--- src/logic/spicsc_pkg.sv ---
package spicsc_pkg;

    // ==========================================================
    // Geometry of the select lines, of the transmit word and of the DMA channel.
    localparam int CS_COUNT = 4;
    localparam int CODE_W = 4;
    localparam int WORD_W = 32;
    localparam int DATA_MAX_W = 16;
    localparam int CODE_LSB = 16;
    localparam int LAST_BIT = 24;
    localparam int DELAY_W = 8;
    localparam int COUNT_W = 16;
    localparam int PTR_W = 32;

    // ==========================================================
    // Values after reset and fixed counts.
    localparam logic [CS_COUNT-1:0] CS_ALL_HIGH = 4'hf;
    localparam logic [CODE_W-1:0] CODE_NONE = 4'hf;
    localparam int DELAY_UNIT_CYCLES = 32;
    localparam int FIFO_DEPTH = 8;

    // ==========================================================
    // Size of one unit moved by the DMA channel.
    localparam logic [1:0] UNIT_BYTE = 2'h0;
    localparam logic [1:0] UNIT_HALF = 2'h1;
    localparam logic [1:0] UNIT_WORD = 2'h2;

    // ==========================================================
    // Sequencer states.
    typedef enum logic [3:0] {
        ST_IDLE = 4'h1,
        ST_SHIFT = 4'h2,
        ST_GAP = 4'h4,
        ST_HOLD = 4'h8
    } spicsc_state_e;

endpackage

--- src/logic/spicsc_fifo.sv ---
`timescale 1ns/1ps

module spicsc_fifo #(
    parameter int WIDTH = 32,
    parameter int DEPTH = 8
) (
    input wire logic mclk,
    input wire logic reset,
    input wire logic in_valid,
    output logic in_ready,
    input wire logic [WIDTH-1:0] in_data,
    output logic out_valid,
    input wire logic out_ready,
    output logic [WIDTH-1:0] out_data
);

    localparam int AW = $clog2(DEPTH);

    typedef struct packed {
        logic [DEPTH-1:0][WIDTH-1:0] mem;
        logic [AW-1:0] wr_ptr;
        logic [AW-1:0] rd_ptr;
        logic [AW:0] count;
        logic full;
        logic empty;
    } spicsc_fifo_s;

    spicsc_fifo_s st;
    spicsc_fifo_s next_st;
    logic push;
    logic pop;
    logic [AW:0] next_count;

    assign in_ready = !st.full;
    assign out_valid = !st.empty;
    assign out_data = st.mem[st.rd_ptr];

    // ==========================================================
    // Pointer and flag update.
    always_comb begin
        next_st = st;
        push = in_valid && !st.full;
        pop = out_ready && !st.empty;
        next_count = st.count;
        if (push) begin
            next_st.mem[st.wr_ptr] = in_data;
            next_st.wr_ptr = (st.wr_ptr == AW'(DEPTH - 1)) ? '0 : st.wr_ptr + 1'b1;
        end
        if (pop) begin
            next_st.rd_ptr = (st.rd_ptr == AW'(DEPTH - 1)) ? '0 : st.rd_ptr + 1'b1;
        end
        if (push && !pop) begin
            next_count = st.count + 1'b1;
        end else if (pop && !push) begin
            next_count = st.count - 1'b1;
        end
        next_st.count = next_count;
        next_st.full = (next_count == (AW + 1)'(DEPTH));
        next_st.empty = (next_count == '0);
    end

    always_ff @(posedge mclk) begin
        if (reset) begin
            st <= '0;
            st.empty <= 1'b1;
        end else begin
            st <= next_st;
        end
    end

endmodule

--- src/logic/spicsc_top.sv ---
`timescale 1ns/1ps

module spicsc_top
    import spicsc_pkg::*;
#(
    parameter int FIFO_W = WORD_W,
    parameter int FIFO_D = FIFO_DEPTH
) (
    input wire logic mclk,
    input wire logic reset,
    input wire logic enable_command,
    input wire logic disable_command,
    input wire logic select_mode_bit,
    input wire logic [CODE_W-1:0] mode_chip_select_code,
    input wire logic [CS_COUNT-1:0] hold_select_after_transfer,
    input wire logic [CS_COUNT-1:0][DELAY_W-1:0] between_transfer_delay,
    input wire logic [4:0] bits_per_transfer,
    input wire logic tx_write,
    input wire logic [WORD_W-1:0] transmit_data_register,
    output logic tx_ready,
    input wire logic dma_start,
    input wire logic [PTR_W-1:0] dma_start_ptr,
    input wire logic [COUNT_W-1:0] dma_start_count,
    input wire logic dma_next_load,
    input wire logic [PTR_W-1:0] dma_next_ptr,
    input wire logic [COUNT_W-1:0] dma_next_count,
    input wire logic [1:0] dma_unit,
    output logic mem_req,
    output logic [PTR_W-1:0] mem_addr,
    output logic [1:0] mem_size,
    input wire logic [WORD_W-1:0] mem_rdata,
    input wire logic mem_ack,
    output logic dma_active,
    output logic dma_end,
    output logic [COUNT_W-1:0] dma_remaining,
    input wire logic link_clk,
    input wire logic miso,
    output logic sck,
    output logic mosi,
    output logic [CS_COUNT-1:0] chip_select_lines_n,
    output logic [DATA_MAX_W-1:0] rx_data,
    output logic rx_valid,
    output logic transmit_empty_flag,
    output logic spi_enabled
);

    typedef struct packed {
        spicsc_state_e state;
        logic enabled;
        logic [CS_COUNT-1:0] cs_n;
        logic [CODE_W-1:0] cur_code;
        logic cur_last;
        logic sck;
        logic mosi;
        logic [DATA_MAX_W-1:0] shreg;
        logic [DATA_MAX_W-1:0] rxreg;
        logic [4:0] bitcnt;
        logic [15:0] gap;
        logic [DATA_MAX_W-1:0] rx_data;
        logic rx_valid;
        logic txe;
        logic [1:0] clk_sync;
        logic clk_prev;
        logic [1:0] miso_sync;
        logic dma_active;
        logic dma_end;
        logic req;
        logic [PTR_W-1:0] cur_ptr;
        logic [COUNT_W-1:0] cur_cnt;
        logic [PTR_W-1:0] nxt_ptr;
        logic [COUNT_W-1:0] nxt_cnt;
        logic [1:0] unit;
    } spicsc_top_s;

    spicsc_top_s st;
    spicsc_top_s next_st;
    logic fifo_in_valid;
    logic fifo_in_ready;
    logic [FIFO_W-1:0] fifo_in_data;
    logic fifo_out_valid;
    logic fifo_out_ready;
    logic [FIFO_W-1:0] fifo_out_data;
    logic link_rise;
    logic link_fall;
    logic [CODE_W-1:0] word_code;
    logic [CS_COUNT-1:0] word_cs_n;
    logic [1:0] sel_idx;
    logic load_char;
    logic release_now;

    // ==========================================================
    // Select code decoding.
    // lowest zero wins
    function automatic logic [CS_COUNT-1:0] decode_select(input logic [CODE_W-1:0] code);
        logic [CS_COUNT-1:0] lines;
        lines = CS_ALL_HIGH;
        for (int i = CS_COUNT - 1; i >= 0; i--) begin
            if (!code[i]) begin
                lines = CS_ALL_HIGH;
                lines[i] = 1'b0;
            end
        end
        return lines;
    endfunction

    function automatic logic [1:0] select_index(input logic [CS_COUNT-1:0] lines);
        logic [1:0] idx;
        idx = '0;
        for (int i = CS_COUNT - 1; i >= 0; i--) begin
            if (!lines[i]) begin
                idx = 2'(i);
            end
        end
        return idx;
    endfunction

    function automatic logic [WORD_W-1:0] unit_mask(input logic [1:0] unit);
        case (unit)
            UNIT_BYTE: unit_mask = 32'h0000_00ff;
            UNIT_HALF: unit_mask = 32'h0000_ffff;
            default: unit_mask = 32'hffff_ffff;
        endcase
    endfunction

    // ==========================================================
    // Transmit FIFO.
    spicsc_fifo #(
        .WIDTH(FIFO_W),
        .DEPTH(FIFO_D)
    ) u_fifo (
        .mclk(mclk),
        .reset(reset),
        .in_valid(fifo_in_valid),
        .in_ready(fifo_in_ready),
        .in_data(fifo_in_data),
        .out_valid(fifo_out_valid),
        .out_ready(fifo_out_ready),
        .out_data(fifo_out_data)
    );

    assign link_rise = st.clk_sync[1] && !st.clk_prev;
    assign link_fall = !st.clk_sync[1] && st.clk_prev;

    assign word_code = select_mode_bit ? fifo_out_data[CODE_LSB +: CODE_W] : mode_chip_select_code;
    assign word_cs_n = decode_select(word_code);
    assign sel_idx = select_index(st.cs_n);

    // ==========================================================
    // Sequencer, shifter and DMA channel.
    always_comb begin
        next_st = st;
        fifo_in_valid = 1'b0;
        fifo_in_data = '0;
        fifo_out_ready = 1'b0;
        load_char = 1'b0;
        release_now = 1'b0;
        next_st.clk_sync = {st.clk_sync[0], link_clk};
        next_st.clk_prev = st.clk_sync[1];
        next_st.miso_sync = {st.miso_sync[0], miso};
        next_st.rx_valid = 1'b0;
        next_st.unit = dma_unit;
        if (enable_command) begin
            next_st.enabled = 1'b1;
        end
        if (disable_command) begin
            next_st.enabled = 1'b0;
        end

        case (st.state)
            ST_IDLE: begin
                if (st.enabled && fifo_out_valid) begin
                    load_char = 1'b1;
                end
            end
            ST_SHIFT: begin
                if (link_rise) begin
                    next_st.sck = 1'b1;
                    next_st.rxreg = {st.rxreg[DATA_MAX_W-2:0], st.miso_sync[1]};
                    next_st.bitcnt = st.bitcnt + 1'b1;
                end else if (link_fall && st.sck) begin
                    next_st.sck = 1'b0;
                    if (st.bitcnt == bits_per_transfer) begin
                        next_st.rx_data = st.rxreg;
                        next_st.rx_valid = 1'b1;
                        next_st.gap = 16'(between_transfer_delay[sel_idx] * DELAY_UNIT_CYCLES);
                        next_st.state = ST_GAP;
                    end else begin
                        next_st.shreg = {st.shreg[DATA_MAX_W-2:0], 1'b0};
                        next_st.mosi = st.shreg[DATA_MAX_W-2];
                    end
                end
            end
            ST_GAP: begin
                if (st.gap != '0) begin
                    next_st.gap = st.gap - 1'b1;
                end else if (!hold_select_after_transfer[sel_idx] || st.cur_last
                             || !st.enabled || disable_command) begin
                    release_now = 1'b1;
                end else begin
                    next_st.state = ST_HOLD;
                end
            end
            ST_HOLD: begin
                if (!st.enabled) begin
                    release_now = 1'b1;
                end else if (fifo_out_valid) begin
                    if (word_cs_n == st.cs_n) begin
                        load_char = 1'b1;
                    end else begin
                        release_now = 1'b1;
                    end
                end
            end
            default: begin
                release_now = 1'b1;
            end
        endcase

        if (release_now) begin
            next_st.cs_n = CS_ALL_HIGH;
            next_st.state = ST_IDLE;
        end
        if (load_char) begin
            fifo_out_ready = 1'b1;
            next_st.cs_n = word_cs_n;
            next_st.cur_code = word_code;
            next_st.cur_last = select_mode_bit && fifo_out_data[LAST_BIT];
            next_st.shreg = 16'(fifo_out_data[DATA_MAX_W-1:0] << (5'(DATA_MAX_W) - bits_per_transfer));
            next_st.mosi = fifo_out_data[bits_per_transfer - 5'h1];
            next_st.bitcnt = '0;
            next_st.sck = 1'b0;
            next_st.state = ST_SHIFT;
        end
        next_st.txe = !fifo_out_valid && (next_st.state == ST_IDLE || next_st.state == ST_HOLD)
                      && !st.dma_active;

        if (dma_start && st.enabled) begin
            next_st.dma_active = 1'b1;
            next_st.dma_end = 1'b0;
            next_st.cur_ptr = dma_start_ptr;
            next_st.cur_cnt = dma_start_count;
        end
        if (dma_next_load) begin
            next_st.nxt_ptr = dma_next_ptr;
            next_st.nxt_cnt = dma_next_count;
        end
        if (st.dma_active) begin
            if (st.req) begin
                if (mem_ack) begin
                    fifo_in_valid = 1'b1;
                    fifo_in_data = mem_rdata & unit_mask(dma_unit);
                    next_st.req = 1'b0;
                    case (dma_unit)
                        UNIT_BYTE: next_st.cur_ptr = st.cur_ptr + 32'h1;
                        UNIT_HALF: next_st.cur_ptr = st.cur_ptr + 32'h2;
                        default: next_st.cur_ptr = st.cur_ptr + 32'h4;
                    endcase
                    next_st.cur_cnt = st.cur_cnt - 1'b1;
                end
            end else if (st.cur_cnt == '0) begin
                if (next_st.nxt_cnt == '0) begin
                    next_st.dma_active = 1'b0;
                    next_st.dma_end = 1'b1;
                end else begin
                    next_st.cur_ptr = next_st.nxt_ptr;
                    next_st.cur_cnt = next_st.nxt_cnt;
                    next_st.nxt_ptr = '0;
                    next_st.nxt_cnt = '0;
                end
            end else if (fifo_in_ready && st.enabled) begin
                next_st.req = 1'b1;
            end
        end else if (tx_write && fifo_in_ready) begin
            fifo_in_valid = 1'b1;
            fifo_in_data = transmit_data_register;
        end
    end

    always_ff @(posedge mclk) begin
        if (reset) begin
            st <= '0;
            st.state <= ST_IDLE;
            st.cs_n <= CS_ALL_HIGH;
            st.cur_code <= CODE_NONE;
            st.txe <= 1'b1;
        end else begin
            st <= next_st;
        end
    end

    // ==========================================================
    // Outputs.
    assign tx_ready = fifo_in_ready;
    assign mem_req = st.req;
    assign mem_addr = st.cur_ptr;
    assign mem_size = st.unit;
    assign dma_active = st.dma_active;
    assign dma_end = st.dma_end;
    assign dma_remaining = st.cur_cnt;
    assign sck = st.sck;
    assign mosi = st.mosi;
    assign chip_select_lines_n = st.cs_n;
    assign rx_data = st.rx_data;
    assign rx_valid = st.rx_valid;
    assign transmit_empty_flag = st.txe;
    assign spi_enabled = st.enabled;

endmodule

--- config.mk ---
export PLATFORM = sky130hd
export DESIGN_NAME = spicsc_top
export DESIGN_NICKNAME = d
export VERILOG_FILES = /design/src/logic/spicsc_pkg.sv /design/src/logic/spicsc_fifo.sv /design/src/logic/spicsc_top.sv
export SDC_FILE = /design/constraint.sdc
export NUM_CORES = 1
export LEC_CHECK = 0
export BUFFER_PORTS_ARGS = -buffer_cell sky130_fd_sc_hd__buf_2
export CAP_MARGIN = 20
export CORE_UTILIZATION = 43
export CTS_BUF_LIST = sky130_fd_sc_hd__clkbuf_16
export DETAILED_ROUTE_END_ITERATION = 12
export GPL_ROUTABILITY_DRIVEN = 0
export PLACE_DENSITY = 0.64
export SYNTH_ARGS = -nofsm -noshare
export SYNTH_HDL_FRONTEND = slang
export SYNTH_SLANG_ARGS = --single-unit
--- constraint.sdc ---
create_clock -name mclk -period 3.35 [get_ports mclk]
set_clock_uncertainty 0.05 [all_clocks]
set_input_delay 0.335 -clock mclk [delete_from_list [all_inputs] [get_ports mclk]]
set_output_delay 0.335 -clock mclk [all_outputs]
set_load 0.1 [all_outputs]
Word level (Yosys, flattened, before mapping)
Cells that the tools add are included.
Operators by class
  add/sub/neg operators: 12
  magnitude comparators: 5
  equality and inequality tests: 18
  shifts and indexed selects: 1
  muxes and demuxes: 84
  bitwise logic cells: 4
  reductions and logical operators: 47
Operator list (count)
  32-bit 2-to-1 mux: 9
  256-bit bitwise mux: 1
  96-bit 2-to-1 mux: 2
  48-bit 2-to-1 mux: 3
  32-bit one-hot mux with 2 select lines: 2
  33-bit 2-to-1 mux: 3
  99-bit 2-to-1 mux: 1
  49-bit 2-to-1 mux: 2
  32-bit binary-select mux with 3-bit select: 1
  32-bit demux with 3-bit select: 1
  4-bit 2-to-1 mux: 15
  39-bit 2-to-1 mux: 1
  17-bit 2-to-1 mux: 2
  32-bit by 1-bit adder with 32-bit output (second input constant): 1
  32-bit by 2-bit adder with 32-bit output (second input constant): 1
  32-bit by 3-bit adder with 32-bit output (second input constant): 1
  32-bit bitwise AND: 1
  16-bit logical NOT: 2
  16-bit one-hot mux with 2 select lines: 1
  16-bit by 1-bit subtractor with 16-bit output (second input constant): 2
  27-bit 2-to-1 mux: 1
  21-bit 2-to-1 mux: 1
  1-bit 2-to-1 mux: 19
  18-bit 2-to-1 mux: 1
  other kinds (44): 97
Word-level totals
  register bits: 460
  bits of input ports: 218
  output and inout port bits: 79
  word-level logic and storage cells: 209

Longest topological paths before layout
  word-level depth: 19
  depth in mapped cells: 14
  depth with buffers taken out: 11

Cells and area by module
Synthesis repeated with hierarchy kept, for this count alone.
Unflattened totals
  cell total of the unflattened synthesis: 2737
  area, all modules: 23358.7 um2
By module, submodules not included
  spicsc_top: times used 1, cells an instance 1394, area each 11727.5 um2, seq. area each 3763.6 um2
  spicsc_fifo: times used 1, cells an instance 1343, area each 11631.2 um2, seq. area each 5365.1 um2

Least setup slack after synthesis
Ideal clock, no wire load.
  kind: register to register
  from: reg st, in the netlist mem_req
  to: reg u_fifo.st[34] (netlist bit)
  library setup time: 86 ps
  data arrival time: 3174 ps
  data required time: 3214 ps
  setup slack: 41 ps
  stages on the path, launching flop included: 9
  path buffers: 2
  period minus slack after synthesis: 3309 ps
  cell sequence: dfxtp_1 > clkbuf_1 > nand2_1 > nor2_1 > a21oi_1 > nor4_1 > clkbuf_1 > nor2_1 > a211oi_1
Between the ends
  longest elaborated chain between the ends: 3
  elaborated cells on any way between the ends: 6
  those cells by class: 5 x mux; 1 x reduce/logical
Ends and longest elaborated chain
  start: declaration: line spicsc_top.sv:75  | spicsc_top_s st;
  start signal: assignment: line spicsc_top.sv:287  | st <= next_st;
  32-bit 2-to-1 mux or 1-bit 2-to-1 mux (tied branches): line spicsc_top.sv:248  | if (st.req) begin
  32-bit 2-to-1 mux or 1-bit 2-to-1 mux (tied branches): line spicsc_top.sv:247  | if (st.dma_active) begin
  256-bit bitwise mux or 1-bit logical AND (tied branches): line spicsc_fifo.sv:46, spicsc_fifo.sv:42
  end signal: assignment: line spicsc_fifo.sv:67  | st <= next_st;
  end: declaration: line spicsc_fifo.sv:28  | spicsc_fifo_s st;
Several ways; a longest one is shown, not always the timed one.
A chain may end at the register's enable or synchronous reset.

Final worst setup path
  from: reg u_fifo.st[6] (netlist bit)
  to: reg u_fifo.st[1] (netlist bit)
Between the ends
  longest elaborated chain between the ends: 18
  elaborated cells on any way between the ends: 20
  those cells by class: 2 x eq/ne; 14 x mux; 4 x reduce/logical
Ends and longest elaborated chain
  32-bit binary-select mux with 3-bit select (*): line spicsc_fifo.sv:36  | assign out_data = st.mem[st.rd_ptr];
  32-bit 2-to-1 mux (implied by the code) (*): line spicsc_fifo.sv:36
  4-bit 2-to-1 mux (*): line spicsc_top.sv:144  | assign word_code = select_mode_bit ? fifo_out_data[CODE_LSB +: CODE_W] : mode_chip_select_code;
  4-bit 2-to-1 mux (3 in a row): line spicsc_top.sv:98  | if (!code[i]) begin
  4-bit 2-to-1 mux (*): line spicsc_top.sv:98
  4-bit == test (*): line spicsc_top.sv:207  | if (word_cs_n == st.cs_n) begin
  1-bit 2-to-1 mux (*): line spicsc_top.sv:207
  1-bit 2-to-1 mux (*): line spicsc_top.sv:206  | end else if (fifo_out_valid) begin
  1-bit 2-to-1 mux (*): line spicsc_top.sv:204  | if (!st.enabled) begin
  1-bit one-hot mux with 2 select lines (*): line spicsc_top.sv:169  | case (st.state)
  1-bit 2-to-1 mux (*): line spicsc_top.sv:223  | if (load_char) begin
  1-bit logical AND (*): line spicsc_fifo.sv:43  | pop = out_ready && !st.empty;
  1-bit logical AND or 1-bit logical NOT (tied branches): line spicsc_fifo.sv:54, spicsc_fifo.sv:52
  4-bit 2-to-1 mux or 1-bit logical AND (tied branches): line spicsc_fifo.sv:54, spicsc_fifo.sv:52
  4-bit 2-to-1 mux (*): line spicsc_fifo.sv:52  | if (push && !pop) begin
  4-bit == test (*): line spicsc_fifo.sv:58  | next_st.full = (next_count == (AW + 1)'(DEPTH));
Mark *: on every way between the ends. The rest lies on a longest branch, timed or not. The select of a mux whose other input is x is not followed.

==> flow_metrics.env <==
export IMPL_status="complete, no violations"
export IMPL_p_total_mw=13.7
export IMPL_cts_reportedPaths_clkPinSlew_ps=60
export IMPL_grt_start_max_net_pins=171
export IMPL_ys_warn_count=0
export IMPL_vdd_ir_drop_max_mv=0.411
export IMPL_syn_to_final_growth_pct=16.8
export IMPL_final_cells=3505
export IMPL_cts_buffers=49
export IMPL_grt_overflow=0
export IMPL_grtUsageTotal_pct=24.0
export IMPL_cp_max_fo=12
export IMPL_syn_area_um2=22500
export IMPL_wl_per_cell_um=18.8
export IMPL_period_needed_ps=3200
export IMPL_design_area_um2=26300
export IMPL_path_class="reg2reg"
export IMPL_grt_pass1_vias=19100
export IMPL_seq_area_frac_synth_pct=40.5
export IMPL_hold_slack_ps=26.4
export IMPL_yosys_register_bits=456
export IMPL_synth_edf_count=0
export IMPL_ys_top_cells_by_area="dfxtp_1 40%, a211oi_1 9.3%, mux4_2 8.2%, nor2_1 7.9%, nand2_1 4.7%"
export IMPL_syn_mean_instance_area_um2=8.68
export IMPL_dp_hpwl_um=43300
export IMPL_start_util_pct=43.8
export IMPL_cts_tree="done"
export IMPL_maxSlewViolCount=0
export IMPL_setup_viol=0
export IMPL_arrival_ps=3620
export IMPL_top_level_ports=297
export IMPL_wl_met2_um=31100
export IMPL_clk_latency_ps=610
export IMPL_cp_end_kind="flop"
export IMPL_grt_antenna_before_repair=8
export IMPL_rsz0062_at_grt="no"
export IMPL_crit_required_ps=3780
export IMPL_hold_depth=3
export IMPL_final_common_cell="nor2_1"
export IMPL_worstHoldStart="dma_next_count[12]"
export IMPL_r2r_cells=12
export IMPL_syn_num_nets=2827
export IMPL_drt_initial_drc_count=1538
export IMPL_grt_pass1_wl_um=104000
export IMPL_viasPerCell=5.71
export IMPL_synth_area_leader_cell="dfxtp_1"
export IMPL_htree_levels=2
export IMPL_place_area_um2=24300
export IMPL_max_slew_margin_pct=29.6
export IMPL_final_cell_mix="473 x nor2_1, 452 x dfxtp_1, 295 x buf_2"
export IMPL_pre_cts_slack_ps=31.0
export IMPL_finalHoldViolCount=0
export IMPL_critPathLaunch="u_fifo.st[6]$_SDFFE_PP0P_"
export IMPL_port_buffers=296
export IMPL_cellPowerDensity_nw_per_um2=522
export IMPL_clk_path_buf_depth=3
export IMPL_synthArstFlopShare_pct=0
export IMPL_die_area_um2=53300
export IMPL_placementRows=83
export IMPL_ant_nets=0
export IMPL_coreArea_um2=51500
export IMPL_vias=20000
export IMPL_die_y_um=231
export IMPL_cp_start_kind="flop"
export IMPL_placed_cells=3364
export IMPL_wirelength_um=65900
export IMPL_synthCells=2596
export IMPL_wl_met1_um=29200
export IMPL_root_buffer="clkbuf_16"
export IMPL_fin_setup_tns_ps=0
export IMPL_power_leakage_nw=9.93
export IMPL_chipWidth_um=231
export IMPL_tightest_slew_ps=1060
export IMPL_final_core_util_pct=51.1
export IMPL_max_freq_mhz=313
export IMPL_cts_sinks=456
export IMPL_final_period_utilization_pct=95.4
export IMPL_ys_types=70
export IMPL_drive_gt1_share_pct=20.0
export IMPL_reg2reg_from="u_fifo.st[6]$_SDFFE_PP0P_"
export IMPL_drv_cap=0
export IMPL_wl_met3_um=3820
export IMPL_layout_nets=3016
export IMPL_dr_pass1_iters=6
export IMPL_hp_class="in2reg"
export IMPL_top_layer="met5"
export IMPL_fin_ws_ps=155
export IMPL_yosys_most_used_dff="dfxtp_1"
export IMPL_yosysTopAreaCellShare_pct=40.5
export IMPL_drc=0
worst paths after layout:
kind | end | slack, ps
max | u_fifo.st[1]$_SDFF_PP0_ | 150
min | st[14]$_SDFF_PP0_ | 30
max reg2reg | u_fifo.st[1]$_SDFF_PP0_ | 150
min reg2reg | st[145]$_SDFFE_PP0P_ | 390
layer usage:
layer	track usage, %	vias up
met1	31.6	9561
met3	3.54	131
met2	40.2	656
met5	0	-
met4	8.05	4
li1	-	9650
where the power goes:
| part | internal [mW] | switching (mW) | leakage [nW] |
|---|---|---|---|
| Combinational | 1.03 | 1.76 | 5.46 |
| Sequential | 5.63 | 0.171 | 3.70 |
| Clock | 2.89 | 2.26 | 0.765 |
| Total | 9.55 | 4.19 | 9.93 |
cell families after synthesis:
logic type	synth area share [%]
xor gates and xnor gates	2.53
DFF	40.5
muxes	13.8
and+or+nand+nor	17.5
buffers and inverters	6.40
AOI/OAI and AO/OA	18.6
adders and majority gates	0.722
area by class of cell:
type / instances / area [µm²]
sequential: 456 / 9140
clock buffer: 49 / 1230
tap: 680 / 851
clock inverter: 36 / 268
antenna: 6 / 15.0
inverter: 25 / 93.8
timing repair buffer: 413 / 2670
multi-input combinational: 1840 / 12100
fill: 4831 / 25200
critical path, cell delays in order, from the launching register on:
cell,delay (ps)
dfxtp_4,480
buf_12,210
buf_4,140
mux2i_1,60
mux4_2,500
a21oi_2,190
nor4_2,60
xor2_1,170
buf_4,160
a31oi_4,300
mux2i_1,270
xnor2_1,190
nor4b_1,260
flip-flops by register name, indices dropped and copies added (netlist names), 2 cells and up:
signal	flops
mem_addr	32
next_st	3
dma_remaining	16
rx_data	16
mem_size	2
chip_select_lines_n	4
st	107
u_fifo.st	268
what timing repair did:
action / in CTS / in global routing
pin swaps: 0 / 2
setup endpoints to repair: 2 / 21
setup buffers: 1 / 4
resized for setup: 0 / 7
hold buffers: 44 / 0
hold endpoints to repair: 48 / 0
gates cloned: 0 / 1
cell usage after synthesis, types with 3 or more instances:
cell      count
o211ai_1      6
nor2b_1      15
a22oi_1      73
o31ai_1       4
nor3_1       45
or3_1         6
nor4_1       19
a221oi_1      4
a31oi_1      14
a211oi_1    278
buf_4        72
buf_1        15
ha_1         13
mux2_2       18
nor3b_1       5
buf_6         3
nand3_1      28
nand4_1      15
dfxtp_1     456
xnor2_1      30
o21a_1        6
a21o_1        4
and3_1        5
nand2_1     283
or4_1         5
mux2i_1     105
nor4b_1       3
a311oi_1      3
nor2_1      476
a21oi_1      71
nand2b_1      4
inv_1        23
clkbuf_1    170
and2_1        8
nand3b_1      7
xor2_1       35
buf_2        16
o22a_1        3
o22ai_1      39
o21ai_0      92
mux4_2       82
No activity file was read; power rests on OpenSTA's default activity.
